===== src/verilog/srs_pkg.sv =====
// sensor result/status register bank: shared constants and types
// assumes both ends and the bench refer to these by srs_pkg::name
package srs_pkg;

  // ----------------------------------------------------------------
  // link widths
  // ----------------------------------------------------------------
  localparam int ADDR_W = 8; // byte address of a 16-bit word
  localparam int DATA_W = 16; // one register word

  // ----------------------------------------------------------------
  // device register offsets
  // ----------------------------------------------------------------
  localparam logic [7:0] OFS_TEMP = 8'h2e; // corrected temperature
  localparam logic [7:0] OFS_PRESS = 8'h30; // corrected pressure
  localparam logic [7:0] OFS_SYNC = 8'h32; // synced status copy
  localparam logic [7:0] OFS_MAIN = 8'h36; // main status
  localparam logic [7:0] OFS_SER_LO = 8'h50; // serial number low word
  localparam logic [7:0] OFS_SER_HI = 8'h52; // serial number high word
  localparam logic [7:0] WORD_STEP = 8'h02; // address step per word

  // ----------------------------------------------------------------
  // status bit positions and masks
  // ----------------------------------------------------------------
  localparam int IDLE_BIT = 0;
  localparam int S_UP_BIT = 3;
  localparam int T_UP_BIT = 4;
  localparam int BSF_BIT = 7;
  localparam int BCF_BIT = 8;
  localparam int SAT_BIT = 10;
  localparam int CRC_BIT = 11;
  localparam int S_MISS_BIT = 14;
  localparam int T_MISS_BIT = 15;
  localparam logic [15:0] EVENT_MASK = 16'hc998; // latched event bits
  localparam logic [15:0] SYNC_COPY_MASK = 16'hffe1; // bits 15:5 and 0
  localparam logic [15:0] STATUS_RESET = 16'h0000;
  localparam logic [15:0] WORD_RESET = 16'h0000; // results before first load

  // ----------------------------------------------------------------
  // host controller apb map
  // ----------------------------------------------------------------
  localparam int APB_AW = 12;
  localparam logic [11:0] H_CTRL = 12'h000; // write starts an order
  localparam logic [11:0] H_WDATA = 12'h004; // word for a link write
  localparam logic [11:0] H_STAT = 12'h008; // controller state
  localparam logic [11:0] H_RD0 = 12'h00c; // first word read
  localparam logic [11:0] H_RD1 = 12'h010; // second word of a burst
  localparam logic [11:0] H_RD2 = 12'h014; // third word of a burst
  localparam int CTRL_WE_BIT = 8; // 1: link write
  localparam int CTRL_BURST_BIT = 9; // 1: three-word read from temp
  localparam int STAT_BUSY = 0;
  localparam int STAT_READY = 1; // both update flags seen once
  localparam int STAT_T_FRESH = 2;
  localparam int STAT_S_FRESH = 3;
  localparam logic [1:0] BURST_LAST = 2'h2; // index of third word

  typedef enum logic {SRS_H_IDLE, SRS_H_REQ} srs_host_state_type;

endpackage


===== src/verilog/srs_link_if.sv =====
// register link between host controller and sensor register bank
// assumes one clock shared by both ends
`timescale 1ns/100ps
interface srs_link_if;
  logic req; // host request, held until ack
  logic we; // 1 write, 0 read
  logic [7:0] addr; // word byte address
  logic [15:0] wdata; // write word
  logic ack; // device answer, one cycle
  logic [15:0] rdata; // read word, valid with ack

  modport dev_mp (input req, input we, input addr, input wdata, output ack, output rdata);
  modport host_mp (output req, output we, output addr, output wdata, input ack, input rdata);
endinterface


===== src/verilog/srs_event_flag.sv =====
// one sticky event bit; a set in the clearing cycle wins
// assumes set and clear are synchronous single-cycle terms
`timescale 1ns/100ps
module srs_event_flag (
  input wire logic clk,
  input wire logic rst_b,
  input wire logic set,
  input wire logic clr,
  output logic flag_q
);

  // ----------------------------------------------------------------
  // latch
  // ----------------------------------------------------------------
  // set ORed over the held value so a coinciding event is never lost
  always_ff @(posedge clk or negedge rst_b) begin
    if (!rst_b) begin
      flag_q <= 1'b0;
    end else begin
      flag_q <= set | (flag_q & ~clr);
    end
  end

endmodule


===== src/verilog/srs_device.sv =====
// sensor register bank: results, main and synced status, serial number
// assumes the link ends are on clk and measurement strobes are clk-synchronous
//
// Our own choice: the register link port.
`timescale 1ns/100ps
module srs_device #(
  parameter logic [31:0] SERIAL_NUMBER = 32'h5a5a_0001 // arbitrary value
) (
  input wire logic clk,
  input wire logic rst_b,
  srs_link_if.dev_mp link,
  input wire logic temp_load,
  input wire logic [15:0] temp_value,
  input wire logic press_load,
  input wire logic [15:0] press_value,
  input wire logic result_clamped,
  input wire logic chip_idle,
  input wire logic bridge_supply_fault,
  input wire logic bridge_check_fault,
  input wire logic link_crc_fault,
  input wire logic cfg_crc_fault,
  output logic results_blocked
);

  // ----------------------------------------------------------------
  // elaboration checks
  // ----------------------------------------------------------------
  // offsets up to 0x52 must fit the link address
  if (srs_pkg::ADDR_W < 7) begin : g_addr_check
    $error("link address too narrow for the register map");
  end

  // ----------------------------------------------------------------
  // link accept and decode
  // ----------------------------------------------------------------
  logic ack_q; // answer strobe
  logic [15:0] rdata_q; // answered word
  logic accept; // request taken this edge
  logic rd_acc; // read taken
  logic wr_acc; // write taken
  logic hit_temp;
  logic hit_press;
  logic hit_sync;
  logic hit_main;
  logic hit_ser_lo;
  logic hit_ser_hi;

  // a held request is taken once; the ack cycle blocks a repeat
  assign accept = link.req & ~ack_q;
  assign rd_acc = accept & ~link.we;
  assign wr_acc = accept & link.we;
  assign hit_temp = (link.addr == srs_pkg::OFS_TEMP);
  assign hit_press = (link.addr == srs_pkg::OFS_PRESS);
  assign hit_sync = (link.addr == srs_pkg::OFS_SYNC);
  assign hit_main = (link.addr == srs_pkg::OFS_MAIN);
  assign hit_ser_lo = (link.addr == srs_pkg::OFS_SER_LO);
  assign hit_ser_hi = (link.addr == srs_pkg::OFS_SER_HI);

  // read side effects: clearing and sync copy happen at the accept edge
  logic rd_temp;
  logic rd_press;
  assign rd_temp = rd_acc & hit_temp;
  assign rd_press = rd_acc & hit_press;

  // ----------------------------------------------------------------
  // configuration integrity gate
  // ----------------------------------------------------------------
  logic cfg_bad_q; // sticky once the memory check failed
  logic upd_ok; // result loads permitted

  // stays set until reset; the device never recovers without a reset
  always_ff @(posedge clk or negedge rst_b) begin
    if (!rst_b) begin
      cfg_bad_q <= 1'b0;
    end else begin
      cfg_bad_q <= cfg_bad_q | cfg_crc_fault;
    end
  end

  // the raw fault also blocks so the failing cycle itself loads nothing
  assign upd_ok = ~cfg_bad_q & ~cfg_crc_fault;
  assign results_blocked = cfg_bad_q;

  // ----------------------------------------------------------------
  // result registers
  // ----------------------------------------------------------------
  logic t_upd; // temperature load accepted
  logic s_upd; // pressure load accepted
  logic [15:0] temp_q; // corrected temperature
  logic [15:0] press_q; // corrected pressure
  logic sat_q; // last loaded value was clamped

  assign t_upd = temp_load & upd_ok;
  assign s_upd = press_load & upd_ok;

  // reset value carries no meaning; host waits for the update flags
  always_ff @(posedge clk or negedge rst_b) begin
    if (!rst_b) begin
      temp_q <= srs_pkg::WORD_RESET;
    end else if (t_upd) begin
      temp_q <= temp_value;
    end
  end

  always_ff @(posedge clk or negedge rst_b) begin
    if (!rst_b) begin
      press_q <= srs_pkg::WORD_RESET;
    end else if (s_upd) begin
      press_q <= press_value;
    end
  end

  // clamp condition belongs to the current results, so it moves with them
  always_ff @(posedge clk or negedge rst_b) begin
    if (!rst_b) begin
      sat_q <= 1'b0;
    end else if (t_upd | s_upd) begin
      sat_q <= result_clamped;
    end
  end

  // ----------------------------------------------------------------
  // event flags
  // ----------------------------------------------------------------
  logic [15:0] ev_set; // per-bit set terms
  logic [15:0] ev_clr; // per-bit clear terms
  logic [15:0] ev_q; // latched events
  logic [15:0] sw_clr; // write-one-to-clear mask

  // only the main status word clears; the synced copy does not
  assign sw_clr = (wr_acc & hit_main) ? link.wdata : 16'h0000;

  always_comb begin
    ev_set = 16'h0000;
    ev_set[srs_pkg::S_UP_BIT] = s_upd;
    ev_set[srs_pkg::T_UP_BIT] = t_upd;
    ev_set[srs_pkg::BSF_BIT] = bridge_supply_fault;
    ev_set[srs_pkg::BCF_BIT] = bridge_check_fault;
    ev_set[srs_pkg::CRC_BIT] = link_crc_fault;
    // unread value overwritten; a read in the same cycle counts as read
    ev_set[srs_pkg::S_MISS_BIT] = s_upd & ev_q[srs_pkg::S_UP_BIT] & ~rd_press;
    ev_set[srs_pkg::T_MISS_BIT] = t_upd & ev_q[srs_pkg::T_UP_BIT] & ~rd_temp;
  end

  always_comb begin
    ev_clr = sw_clr & srs_pkg::EVENT_MASK;
    ev_clr[srs_pkg::S_UP_BIT] = sw_clr[srs_pkg::S_UP_BIT] | rd_press;
    ev_clr[srs_pkg::T_UP_BIT] = sw_clr[srs_pkg::T_UP_BIT] | rd_temp;
  end

  // one latch per event bit; reserved positions get no flop at all
  for (genvar i = 0; i < 16; i++) begin : g_ev
    if (srs_pkg::EVENT_MASK[i]) begin : g_on
      srs_event_flag u_flag (
        .clk(clk),
        .rst_b(rst_b),
        .set(ev_set[i]),
        .clr(ev_clr[i]),
        .flag_q(ev_q[i])
      );
    end else begin : g_off
      assign ev_q[i] = 1'b0;
    end
  end

  // ----------------------------------------------------------------
  // status words
  // ----------------------------------------------------------------
  logic [15:0] main_word; // main status as read
  logic sync_s_q; // pressure flag at last pressure read
  logic sync_t_q; // temperature flag at last temperature read
  logic [15:0] sync_word; // synced status as read

  // idle is live straight from the sequencer; clamp is held from the last load
  always_comb begin
    main_word = ev_q & srs_pkg::EVENT_MASK;
    main_word[srs_pkg::SAT_BIT] = sat_q;
    main_word[srs_pkg::IDLE_BIT] = chip_idle;
  end

  // flag value before this read's own clear is what gets copied
  always_ff @(posedge clk or negedge rst_b) begin
    if (!rst_b) begin
      sync_s_q <= 1'b0;
      sync_t_q <= 1'b0;
    end else begin
      if (rd_press) begin
        sync_s_q <= ev_q[srs_pkg::S_UP_BIT];
      end
      if (rd_temp) begin
        sync_t_q <= ev_q[srs_pkg::T_UP_BIT];
      end
    end
  end

  assign sync_word = (main_word & srs_pkg::SYNC_COPY_MASK)
    | (16'(sync_s_q) << srs_pkg::S_UP_BIT)
    | (16'(sync_t_q) << srs_pkg::T_UP_BIT);

  // ----------------------------------------------------------------
  // read mux and answer
  // ----------------------------------------------------------------
  logic [15:0] rd_mux; // word selected by address

  // unmapped addresses read as zero
  assign rd_mux = hit_temp ? temp_q :
                  hit_press ? press_q :
                  hit_sync ? sync_word :
                  hit_main ? main_word :
                  hit_ser_lo ? SERIAL_NUMBER[15:0] :
                  hit_ser_hi ? SERIAL_NUMBER[31:16] :
                  16'h0000;

  // writes anywhere but main status only earn an ack
  always_ff @(posedge clk or negedge rst_b) begin
    if (!rst_b) begin
      ack_q <= 1'b0;
      rdata_q <= srs_pkg::WORD_RESET;
    end else begin
      ack_q <= accept;
      if (rd_acc) begin
        rdata_q <= rd_mux;
      end
    end
  end

  assign link.ack = ack_q;
  assign link.rdata = rdata_q;

endmodule


===== src/flat_wrapper.sv =====
// flat-port wrapper written by rule: the top's interface ports become plain ports
module srs_device_flat 
#(
  parameter logic [31:0] SERIAL_NUMBER = 32'h5a5a_0001                   
)
  (clk, rst_b, temp_load, temp_value, press_load, press_value, result_clamped, chip_idle, bridge_supply_fault, bridge_check_fault, link_crc_fault, cfg_crc_fault, results_blocked, link_req, link_we, link_addr, link_wdata, link_ack, link_rdata);
  srs_link_if link_i ();
  input wire logic clk;
  input wire logic rst_b;
  input wire logic temp_load;
  input wire logic [15:0] temp_value;
  input wire logic press_load;
  input wire logic [15:0] press_value;
  input wire logic result_clamped;
  input wire logic chip_idle;
  input wire logic bridge_supply_fault;
  input wire logic bridge_check_fault;
  input wire logic link_crc_fault;
  input wire logic cfg_crc_fault;
  output logic results_blocked;
  input wire logic [$bits(link_i.req)-1:0] link_req;
  input wire logic [$bits(link_i.we)-1:0] link_we;
  input wire logic [$bits(link_i.addr)-1:0] link_addr;
  input wire logic [$bits(link_i.wdata)-1:0] link_wdata;
  output wire logic [$bits(link_i.ack)-1:0] link_ack;
  output wire logic [$bits(link_i.rdata)-1:0] link_rdata;
  assign link_i.req = link_req;
  assign link_i.we = link_we;
  assign link_i.addr = link_addr;
  assign link_i.wdata = link_wdata;
  assign link_ack = link_i.ack;
  assign link_rdata = link_i.rdata;
  srs_device #(.SERIAL_NUMBER(SERIAL_NUMBER)) u_core (.clk(clk), .rst_b(rst_b), .link(link_i), .temp_load(temp_load), .temp_value(temp_value), .press_load(press_load), .press_value(press_value), .result_clamped(result_clamped), .chip_idle(chip_idle), .bridge_supply_fault(bridge_supply_fault), .bridge_check_fault(bridge_check_fault), .link_crc_fault(link_crc_fault), .cfg_crc_fault(cfg_crc_fault), .results_blocked(results_blocked));
endmodule

===== config.mk =====
export PLATFORM = sky130hd
export DESIGN_NAME = srs_device_flat
export DESIGN_NICKNAME = d
export VERILOG_FILES = /design/src/verilog/srs_pkg.sv /design/src/verilog/srs_link_if.sv /design/src/verilog/srs_event_flag.sv /design/src/verilog/srs_device.sv /design/src/flat_wrapper.sv
export SDC_FILE = /design/constraint.sdc
export NUM_CORES = 1
export LEC_CHECK = 0
export BUFFER_PORTS_ARGS = -buffer_cell sky130_fd_sc_hd__buf_2
export CAP_MARGIN = 10
export CORE_MARGIN = 2
export CORE_UTILIZATION = 24
export DETAILED_ROUTE_END_ITERATION = 8
export PLACE_DENSITY_LB_ADDON = 0.05
export RECOVER_POWER = 100
export SLEW_MARGIN = 20
export SYNTH_ARGS = -nofsm -noshare
export SYNTH_HDL_FRONTEND = slang
export SYNTH_SLANG_ARGS = --single-unit

===== constraint.sdc =====
create_clock -name clk -period 1.4 [get_ports clk]
set_input_delay 0.21 -clock clk [delete_from_list [all_inputs] [get_ports clk]]
set_output_delay 0.21 -clock clk [all_outputs]
set_load 0.01 [all_outputs]

# Word level (Yosys, flattened, before mapping)
# Cells that the tools add are included.
# op_classes
n_mux	7
bitwise_logic	46
n_eq_ne	6
# ops
op	n
2-to-1 mux 16 bit	6
equality test 8 x 6 -> 1 bit, second input constant	4
bitwise AND 1 bit	20
equality test 8 x 7 -> 1 bit, second input constant	2
bitwise OR 16 x 4 -> 16 bit	1
bitwise OR 16 x 5 -> 16 bit	1
2-to-1 mux 15 bit	1
NOT 1 bit	13
bitwise OR 1 bit	11
# totals
output_inout_bits	18
input_bits	68
word_cells	74
register_bits	60

# Logic depth before layout (Yosys ltp)
# Gate-level depths: netlist of run 1.
# logic_depth
word_depth	9
ltp_mapped	6

# Hierarchy
# Synthesis of run 1 repeated with hierarchy kept, for this count alone.
# unflattened
hier_cells	227
hier_area_um2	2651.3
# modules_own_cells
mod	area_each_um2	cells_per_inst	instances
srs_device	2397.3	206	1
srs_event_flag	36.3	3	7

# Worst setup path after synthesis of run 1
# No wires, ideal clock.
# synth_timing
path_type	input-to-reg
from	input port link_addr[3]
to	register u_core.rdata_q[14] (netlist: u_core.link.rdata[14])
required_time_ns	1.274
arrival_ns	1.465
path_stages	5
path_slack_ns	-0.191
cell_sequence	or4b_4 > or2_4 > o21ai_1 > a211oi_1 > a221o_1
# synth_via
elab_chain_len	7
# synth_lines
item	line_no	text
from (decl)	flat_wrapper.sv:23	input wire logic [$bits(link_i.addr)-1:0] link_addr;
equality test 8 x 7 -> 1 bit	srs_device.sv:57	assign hit_ser_hi = (link.addr == srs_pkg::OFS_SER_HI);
2-to-1 mux 15 bit	srs_device.sv:211	hit_ser_hi ? SERIAL_NUMBER[31:16] :
2-to-1 mux 16 bit	srs_device.sv:210	hit_ser_lo ? SERIAL_NUMBER[15:0] :
2-to-1 mux 16 bit	srs_device.sv:209	hit_main ? main_word :
2-to-1 mux 16 bit	srs_device.sv:208	hit_sync ? sync_word :
2-to-1 mux 16 bit	srs_device.sv:207	hit_press ? press_q :
2-to-1 mux 16 bit *	srs_device.sv:206	assign rd_mux = hit_temp ? temp_q :
to (signal assigned)	srs_device.sv:218	rdata_q <= srs_pkg::WORD_RESET;
to (signal assigned)	srs_device.sv:222	rdata_q <= rd_mux;
to (decl)	srs_device.sv:37	logic [15:0] rdata_q;
# Every way passes the cells marked *; elsewhere a longest branch is shown, timed or not.
# A chain may end at the register's enable or synchronous reset.

# Final worst setup path of run 1
# layout_timing
from	input port link_addr[2]
to	register u_core.sync_s_q
# layout_via
elab_chain_len	2
# layout_lines
item	line_no	text
equality test 8 x 6 -> 1 bit	srs_device.sv:53	assign hit_press = (link.addr == srs_pkg::OFS_PRESS);
bitwise AND 1 bit	srs_device.sv:63	assign rd_press = rd_acc & hit_press;
to (signal assigned)	srs_device.sv:188	sync_s_q <= ev_q[srs_pkg::S_UP_BIT];
to (decl)	srs_device.sv:170	logic sync_s_q;
# No other way between the ends.

==> results of run 1 <==
-- routing by layer --
metal,part of all wire,wire (um),vias to the layer above,GRT usage
met1,0.46,3739,1137,0.1849
met2,0.49,3968,50,0.2390
li1,-,-,1125,-
met4,0.012,95,0,0.04340
met3,0.041,334,7,0.04920
met5,0,0,-,0
-- what timing repair did --
action | in CTS | in global routing
setup buffers | 0 | 2
hold endpoints to repair | 60 | 0
gates resized for setup | 7 | 11
pin swaps | 0 | 3
hold buffers | 1 | 0
setup endpoints to repair | 17 | 13
-- power by group through the flow --
stage,Combinational [mW],Clock [mW],Sequential [mW]
floorplan,0.187,0,1.98
CTS,0.483,1.61,1.96
global route,0.543,1.70,1.98
global placement,0.464,0,1.99
finish,0.484,1.55,1.96
detailed placement,0.470,0,1.99
-- cells in the mapped netlist (2+ instances only) --
| cell | n | area share |
|---|---|---|
| nand2_1 | 68 | 0.095 |
| dfrtp_1 | 60 | 0.56 |
| mux2_2 | 18 | 0.076 |
| nor2_1 | 11 | 0.015 |
| o21ai_0 | 8 | 0.015 |
| a21oi_1 | 7 | 0.013 |
| a221oi_1 | 7 | 0.023 |
| a211oi_1 | 5 | 0.014 |
| clkbuf_1 | 5 | 0.0070 |
| nor2b_1 | 5 | 0.012 |
| o22ai_1 | 5 | 0.012 |
| a221o_1 | 4 | 0.015 |
| o31ai_1 | 4 | 0.011 |
| a21o_1 | 3 | 0.0084 |
| and2_1 | 3 | 0.0070 |
| buf_2 | 3 | 0.0056 |
| buf_4 | 3 | 0.0084 |
| nand2b_1 | 3 | 0.0070 |
| o21ai_1 | 3 | 0.0056 |
| a32oi_1 | 2 | 0.0065 |
| nand3b_1 | 2 | 0.0056 |
| nor3b_1 | 2 | 0.0056 |
-- cell type report --
type	instances	share of cell area
sequential	60	0.3966
tap	140	0.04627
multi-input combinational	180	0.3186
clock inverter	7	0.01785
timing repair buffer	115	0.1870
clock buffer	9	0.03272
inverter	1	0.0009914
-- sequential cells by signal (all words and copies together), names as in the netlist --
register / cells
u_core.press_q: 16
u_core.results_blocked: 1
u_core.sync_t_q: 1
u_core.sync_s_q: 1
u_core.sat_q: 1
u_core.link.ack: 1
u_core.temp_q: 16
u_core.g_ev.g_on.u_flag.flag_q: 7
u_core.link.rdata: 16
-- path summary, 6_finish.rpt --
kind                                startpoint                           endpoint  cells past startpoint  slack (ns)
setup reg to reg               u_core.link.ack                    u_core.sync_s_q                      6        0.02
min in group asynchronous                rst_b  u_core.g_ev[7].g_on.u_flag.flag_q                      3        0.61
hold reg to reg              u_core.press_q[6]                  u_core.press_q[6]                      2        0.48
max in group asynchronous                rst_b                 u_core.press_q[13]                      3        0.23
hold / removal             bridge_supply_fault  u_core.g_ev[7].g_on.u_flag.flag_q                      2        0.03
setup / recovery                  link_addr[2]                    u_core.sync_s_q                      6       -0.02
-- critical path, stage by stage --
cell,delay [ns]
buf_2,0.11
or4b_4,0.58
buf_4,0.17
nor3_4,0.21
nand2_2,0.09
mux2_2,0.28
-- through the flow --
step	std cells	hold WS [ns]	utilization
floorplan	253	-0.08559	-
global placement	493	0.2507	0.3223
detailed placement	493	0.2501	0.3223
CTS	510	0.01855	0.3441
global route	512	0.006427	0.3493
finish	512	0.03391	0.3493
-- logic make-up after synthesis --
family          after synthesis  share of synthesized area
flops                        60                     0.5607
mux                          18                    0.07570
simple gates                108                     0.1944
compound gates               54                     0.1425
buf+inv                      13                    0.02663
==> metrics.md, run 1 <==
| Metric | Value |
|---|---|
| Outcome | `finished, violations left` |
| Failing checks | `negative setup slack` |
| Synth async-reset ratio | `1.000` |
| Area of placed instances | `0.003493 mm^2` |
| DIE AREA | `0.01202 mm^2` |
| Internal cell power | `2.935 mW` |
| DP HPWL | `5928 um` |
| Longest Clk Path Bufs | `2` |
| Overall Power | `3.994 mW` |
| CP Class | `in2reg` |
| Initial antenna violation count | `0` |
| Max_slew headroom | `0.4301` |
| Vias/cell | `~4.5` |
| Row count | `38` |
| Syn nets | `321` |
| Post-synthesis cell count | `253` |
| Critical Path RT | `1.63 ns` |
| Max Fclk | `between 0.7 and 0.8 GHz` |
| Die W | `109.6 um` |
| Fillers | `1165` |
| Clk Latency, worst-skew pair | `0.35 ns` |
| Final Net Count | `435` |
| Global-route wire length before repair | `12700 um` |
| Seq/Total Area, Yosys | `0.5607` |
| Drt pass-1 iters | `4` |
| Primary FF master, synth | `dfrtp_1` |
| Top-Level Pins | `86` |
| Largest net degree at the start of global routing | `61` |
| Post-synth EDFFs | `0` |
| Critical Path Sink Type | `flip-flop` |
| Diode count | `0` |
| Via Count | `2319` |
| Mapped Area | `0.002678 mm^2` |
| Psw | `roughly 1.1 mW` |
| Grt total ovfl | `0` |
| CP Launch Type | `input pin` |
| Multi-input gate area | `0.001206 mm^2` |
| PortBufs | `76` |
| Endpoints failing hold | `0` |
| Worst-Margin Slew | `0.8548 ns` |
| PwrDens | `1055 mW/mm^2` |
| Clk slew on worst S/H paths | `0.07 ns` |
| Post-synth cell types | `44` |
| Most frequent cells in the layout | `76 x buf_2, 68 x nand2_1, 60 x dfrtp_1` |
| Worst ir drop on vdd | `391.2 uV` |
| Core box area | `between 0.01 and 0.015 mm^2` |
| Pre-CTS setup slack | `-0.3810 ns` |
| # clock sinks | `60` |
| DRC Markers | `0` |
| Max-Cap Viols | `0` |
| Setup TNS | `-0.04056 ns` |
| Finished Cell Area | `0.003786 mm^2` |
| Comb power frac | `0.121` |
| Lkg Pwr | `1.806 nW` |
| RD Place Congestion | `approximately 0.75` |
| Root Driver | `clkbuf_8` |
| Final worst path period need | `1.421 ns` |
| Clk pwr share | `0.388` |
| Final ANT Viol Nets | `0` |
| Setup Skew | `around 0.0071 ns` |
| Sequential power share | `0.491` |
| Sw frac | `0.2651` |
| Final WS setup | `-0.02073 ns` |
| Final wirelength | `a little over 8000 um` |
| GRT Overall Usage | `0.1468` |
| Die Y | `around 110 um` |
| Yosys Warn Count | `0` |
| Starting Density | `0.2470` |
| Final max-slew violation count | `0` |
| Worst min path class | `in2reg` |
| H-tree depth | `3` |
| Syn avg cell area | `10.58 um^2` |
| Area occupied by registers | `about 0.0015 mm^2` |
| WL/cell | `15.89 um` |
| Vias in the first global route | `2383` |
| DRT iter0 DRCs | `57` |
| Fin crit share | `1.015` |
| Final setup violation count | `4` |
| CTS tree | `yes` |
| Share of cells above drive strength 1 | `0.4677` |
| RSZ-0062 raised after global routing | `yes` |
| Yosys reg bits | `60` |
| Worst EP arrival | `1.65 ns` |
| Area growth syn-to-layout | `41.40%` |
| Commonest non-fill, non-tap cell in the layout | `buf_2` |
| TritonCTS buffer count | `9` |
| Crit-path max FO | `5` |
(Power assumes the default switching activity.)
==> run 2: changes to the inputs <==
TNS_END_PERCENT = 50   (was default)
==> metrics.md, run 2 (same netlist as run 1, synthesis figures left out) <==
| Metric | Value |
|---|---|
| Vias/cell | `4.477` |
| Starting Density | `0.2470` |
| Final worst path period need | `1.424 ns` |
| Lkg Pwr | `between 1.5 and 2 nW` |
| Diode count | `0` |
| DRC Markers | `0` |
| Critical Path RT | `1.63 ns` |
| Setup Skew | `0.008636 ns` |
| CP Launch Type | `flip-flop` |
| Final max-slew violation count | `0` |
| WP buf/inv | `1` |
| Row count | `38` |
| # clock sinks | `60` |
| RSZ-0062 raised after global routing | `yes` |
| DRT iter0 DRCs | `67` |
| TritonCTS buffer count | `9` |
| Post-Layout Cell Count | `509` |
| Area of placed instances | `0.003453 mm^2` |
| Fillers | `1162` |
| Worst EP arrival | `1.66 ns` |
| Commonest non-fill, non-tap cell in the layout | `buf_2` |
| Finished Core Util | `0.3500` |
| Final wirelength | `approximately 8000 um` |
| Worst stage delay on the critical path | `between 0.3 and 0.4 ns` |
| Crit-path max FO | `7` |
| CTS tree | `yes` |
| Fin crit share | `1.017` |
| Final WS setup | `-0.02427 ns` |
| Worst min path class | `in2reg` |
| Share of cells above drive strength 1 | `0.4661` |
| Final ANT Viol Nets | `0` |
| Via Count | `2279` |
| H-tree depth | `3` |
| Clk Latency, worst-skew pair | `~0.34 ns` |
| Top-Level Pins | `86` |
| PwrDens | `1028 mW/mm^2` |
| Largest net degree at the start of global routing | `61` |
| Vias in the first global route | `2423` |
| CP Class | `reg2reg` |
| Worst-path cell with the longest stage delay | `dfrtp_1` |
| Worst ir drop on vdd | `around 450 uV` |
| Critical path, cell by cell | `nor2b_2 > buf_4 > and4_4 > nand2_1 > a31o_4` |
| Clk slew on worst S/H paths | `approximately 0.070 ns` |
| Die Y | `109.6 um` |
| Endpoints failing hold | `0` |
| DP HPWL | `5931 um` |
| Area occupied by registers | `~0.0015 mm^2` |
| Crit-path leading delay family | `simple AND/OR/NAND/NOR gates` |
| Drt pass-1 iters | `4` |
| Failing checks | `negative setup slack` |
| Finished Cell Area | `0.003794 mm^2` |
| Critical Path Sink Type | `flip-flop` |
| WL/cell | `15.88 um` |
| Initial antenna violation count | `0` |
| Max Fclk | `0.7021 GHz` |
| Most frequent cells in the layout | `76 x buf_2, 65 x nand2_1, 60 x dfrtp_1` |
| Worst-Margin Slew | `0.3935 ns` |
| Multi-input gate area | `0.001210 mm^2` |
| Final Net Count | `around 430` |
| Grt total ovfl | `0` |
| Outcome | `finished, violations left` |
| Final setup violation count | `7` |
| RD Place Congestion | `about 0.87` |
| Overall Power | `around 3.9 mW` |
| Longest Clk Path Bufs | `2` |
| Area growth syn-to-layout | `41.68%` |
| Max-Cap Viols | `0` |
| Core box area | `0.01084 mm^2` |
| Die W | `109.6 um` |
| GRT Overall Usage | `0.1489` |
| Post-Place Cells | `about 500` |
| Max_slew headroom | `0.7356` |
| PortBufs | `76` |
| DIE AREA | `0.01202 mm^2` |
| Global-route wire length before repair | `12940 um` |
| Root Driver | `clkbuf_8` |
-- run 2: worst paths after layout --
path	startpoint	endpoint	slack [ns]	depth (start not counted)
worst max-delay path	u_core.link.ack	u_core.g_ev[4].g_on.u_flag.flag_q	-0.02	5
worst min-delay path	bridge_check_fault	u_core.g_ev[8].g_on.u_flag.flag_q	0.04	2
worst max register to register	u_core.link.ack	u_core.g_ev[4].g_on.u_flag.flag_q	-0.02	5
worst min register to register	u_core.link.ack	u_core.link.ack	0.45	1
max in group asynchronous	rst_b	u_core.results_blocked	0.71	3
min in group asynchronous	rst_b	u_core.temp_q[11]	0.41	3
-- run 2: final cells by class --
type                            instances  area share
Sequential cell                        60      0.3958
Multi-Input combinational cell        180      0.3189
Tap cell                              140     0.04617
Clock buffer                           15     0.04650
Timing Repair Buffer                  112      0.1903
Clock inverter                          1    0.001319
Inverter                                1   0.0009894
-- run 2: report_power, final --
group / internal, mW / switching (mW) / total (mW)
combinational: 0.254 / 0.228 / 0.483
sequential: 1.87 / 0.0941 / 1.97
clock: 0.788 / 0.664 / 1.45
-- run 2: worst register-to-register path, cell delays in order, from the launching register on --
cell and delay (ns):
dfrtp_1 0.38, nor2b_2 0.16, buf_4 0.13, and4_4 0.31, nand2_1 0.10, a31o_4 0.24
-- run 2: repair_timing --
item	CTS	global route
hold endpoints to repair	60	0
setup endpoints to repair	24	23
pin swaps	1	4
hold buffers	1	0
gates resized for setup	16	12
setup buffers	2	0
-- run 2: per-stage QoR --
step | worst slack [ns] | TNS (ns) | hold WS [ns]
floorplan | -0.1906 | -1.576 | -0.08559
global placement | -0.3533 | -6.578 | 0.2564
detailed placement | -0.3620 | -6.618 | 0.2519
CTS | -0.03913 | -0.1540 | 0.02370
global route | -0.1034 | -0.7400 | 0.02881
finish | -0.02427 | -0.06640 | 0.04310
-- run 2: per-layer routing --
| metal | share of wire | track usage | up-vias | wire (um) |
|---|---|---|---|---|
| met4 | 0.016 | 0.05154 | 0 | 127 |
| met2 | 0.47 | 0.2332 | 54 | 3801 |
| met3 | 0.057 | 0.04742 | 11 | 460 |
| met5 | 0 | 0 | - | 0 |
| li1 | - | - | 1124 | - |
| met1 | 0.46 | 0.1936 | 1090 | 3694 |
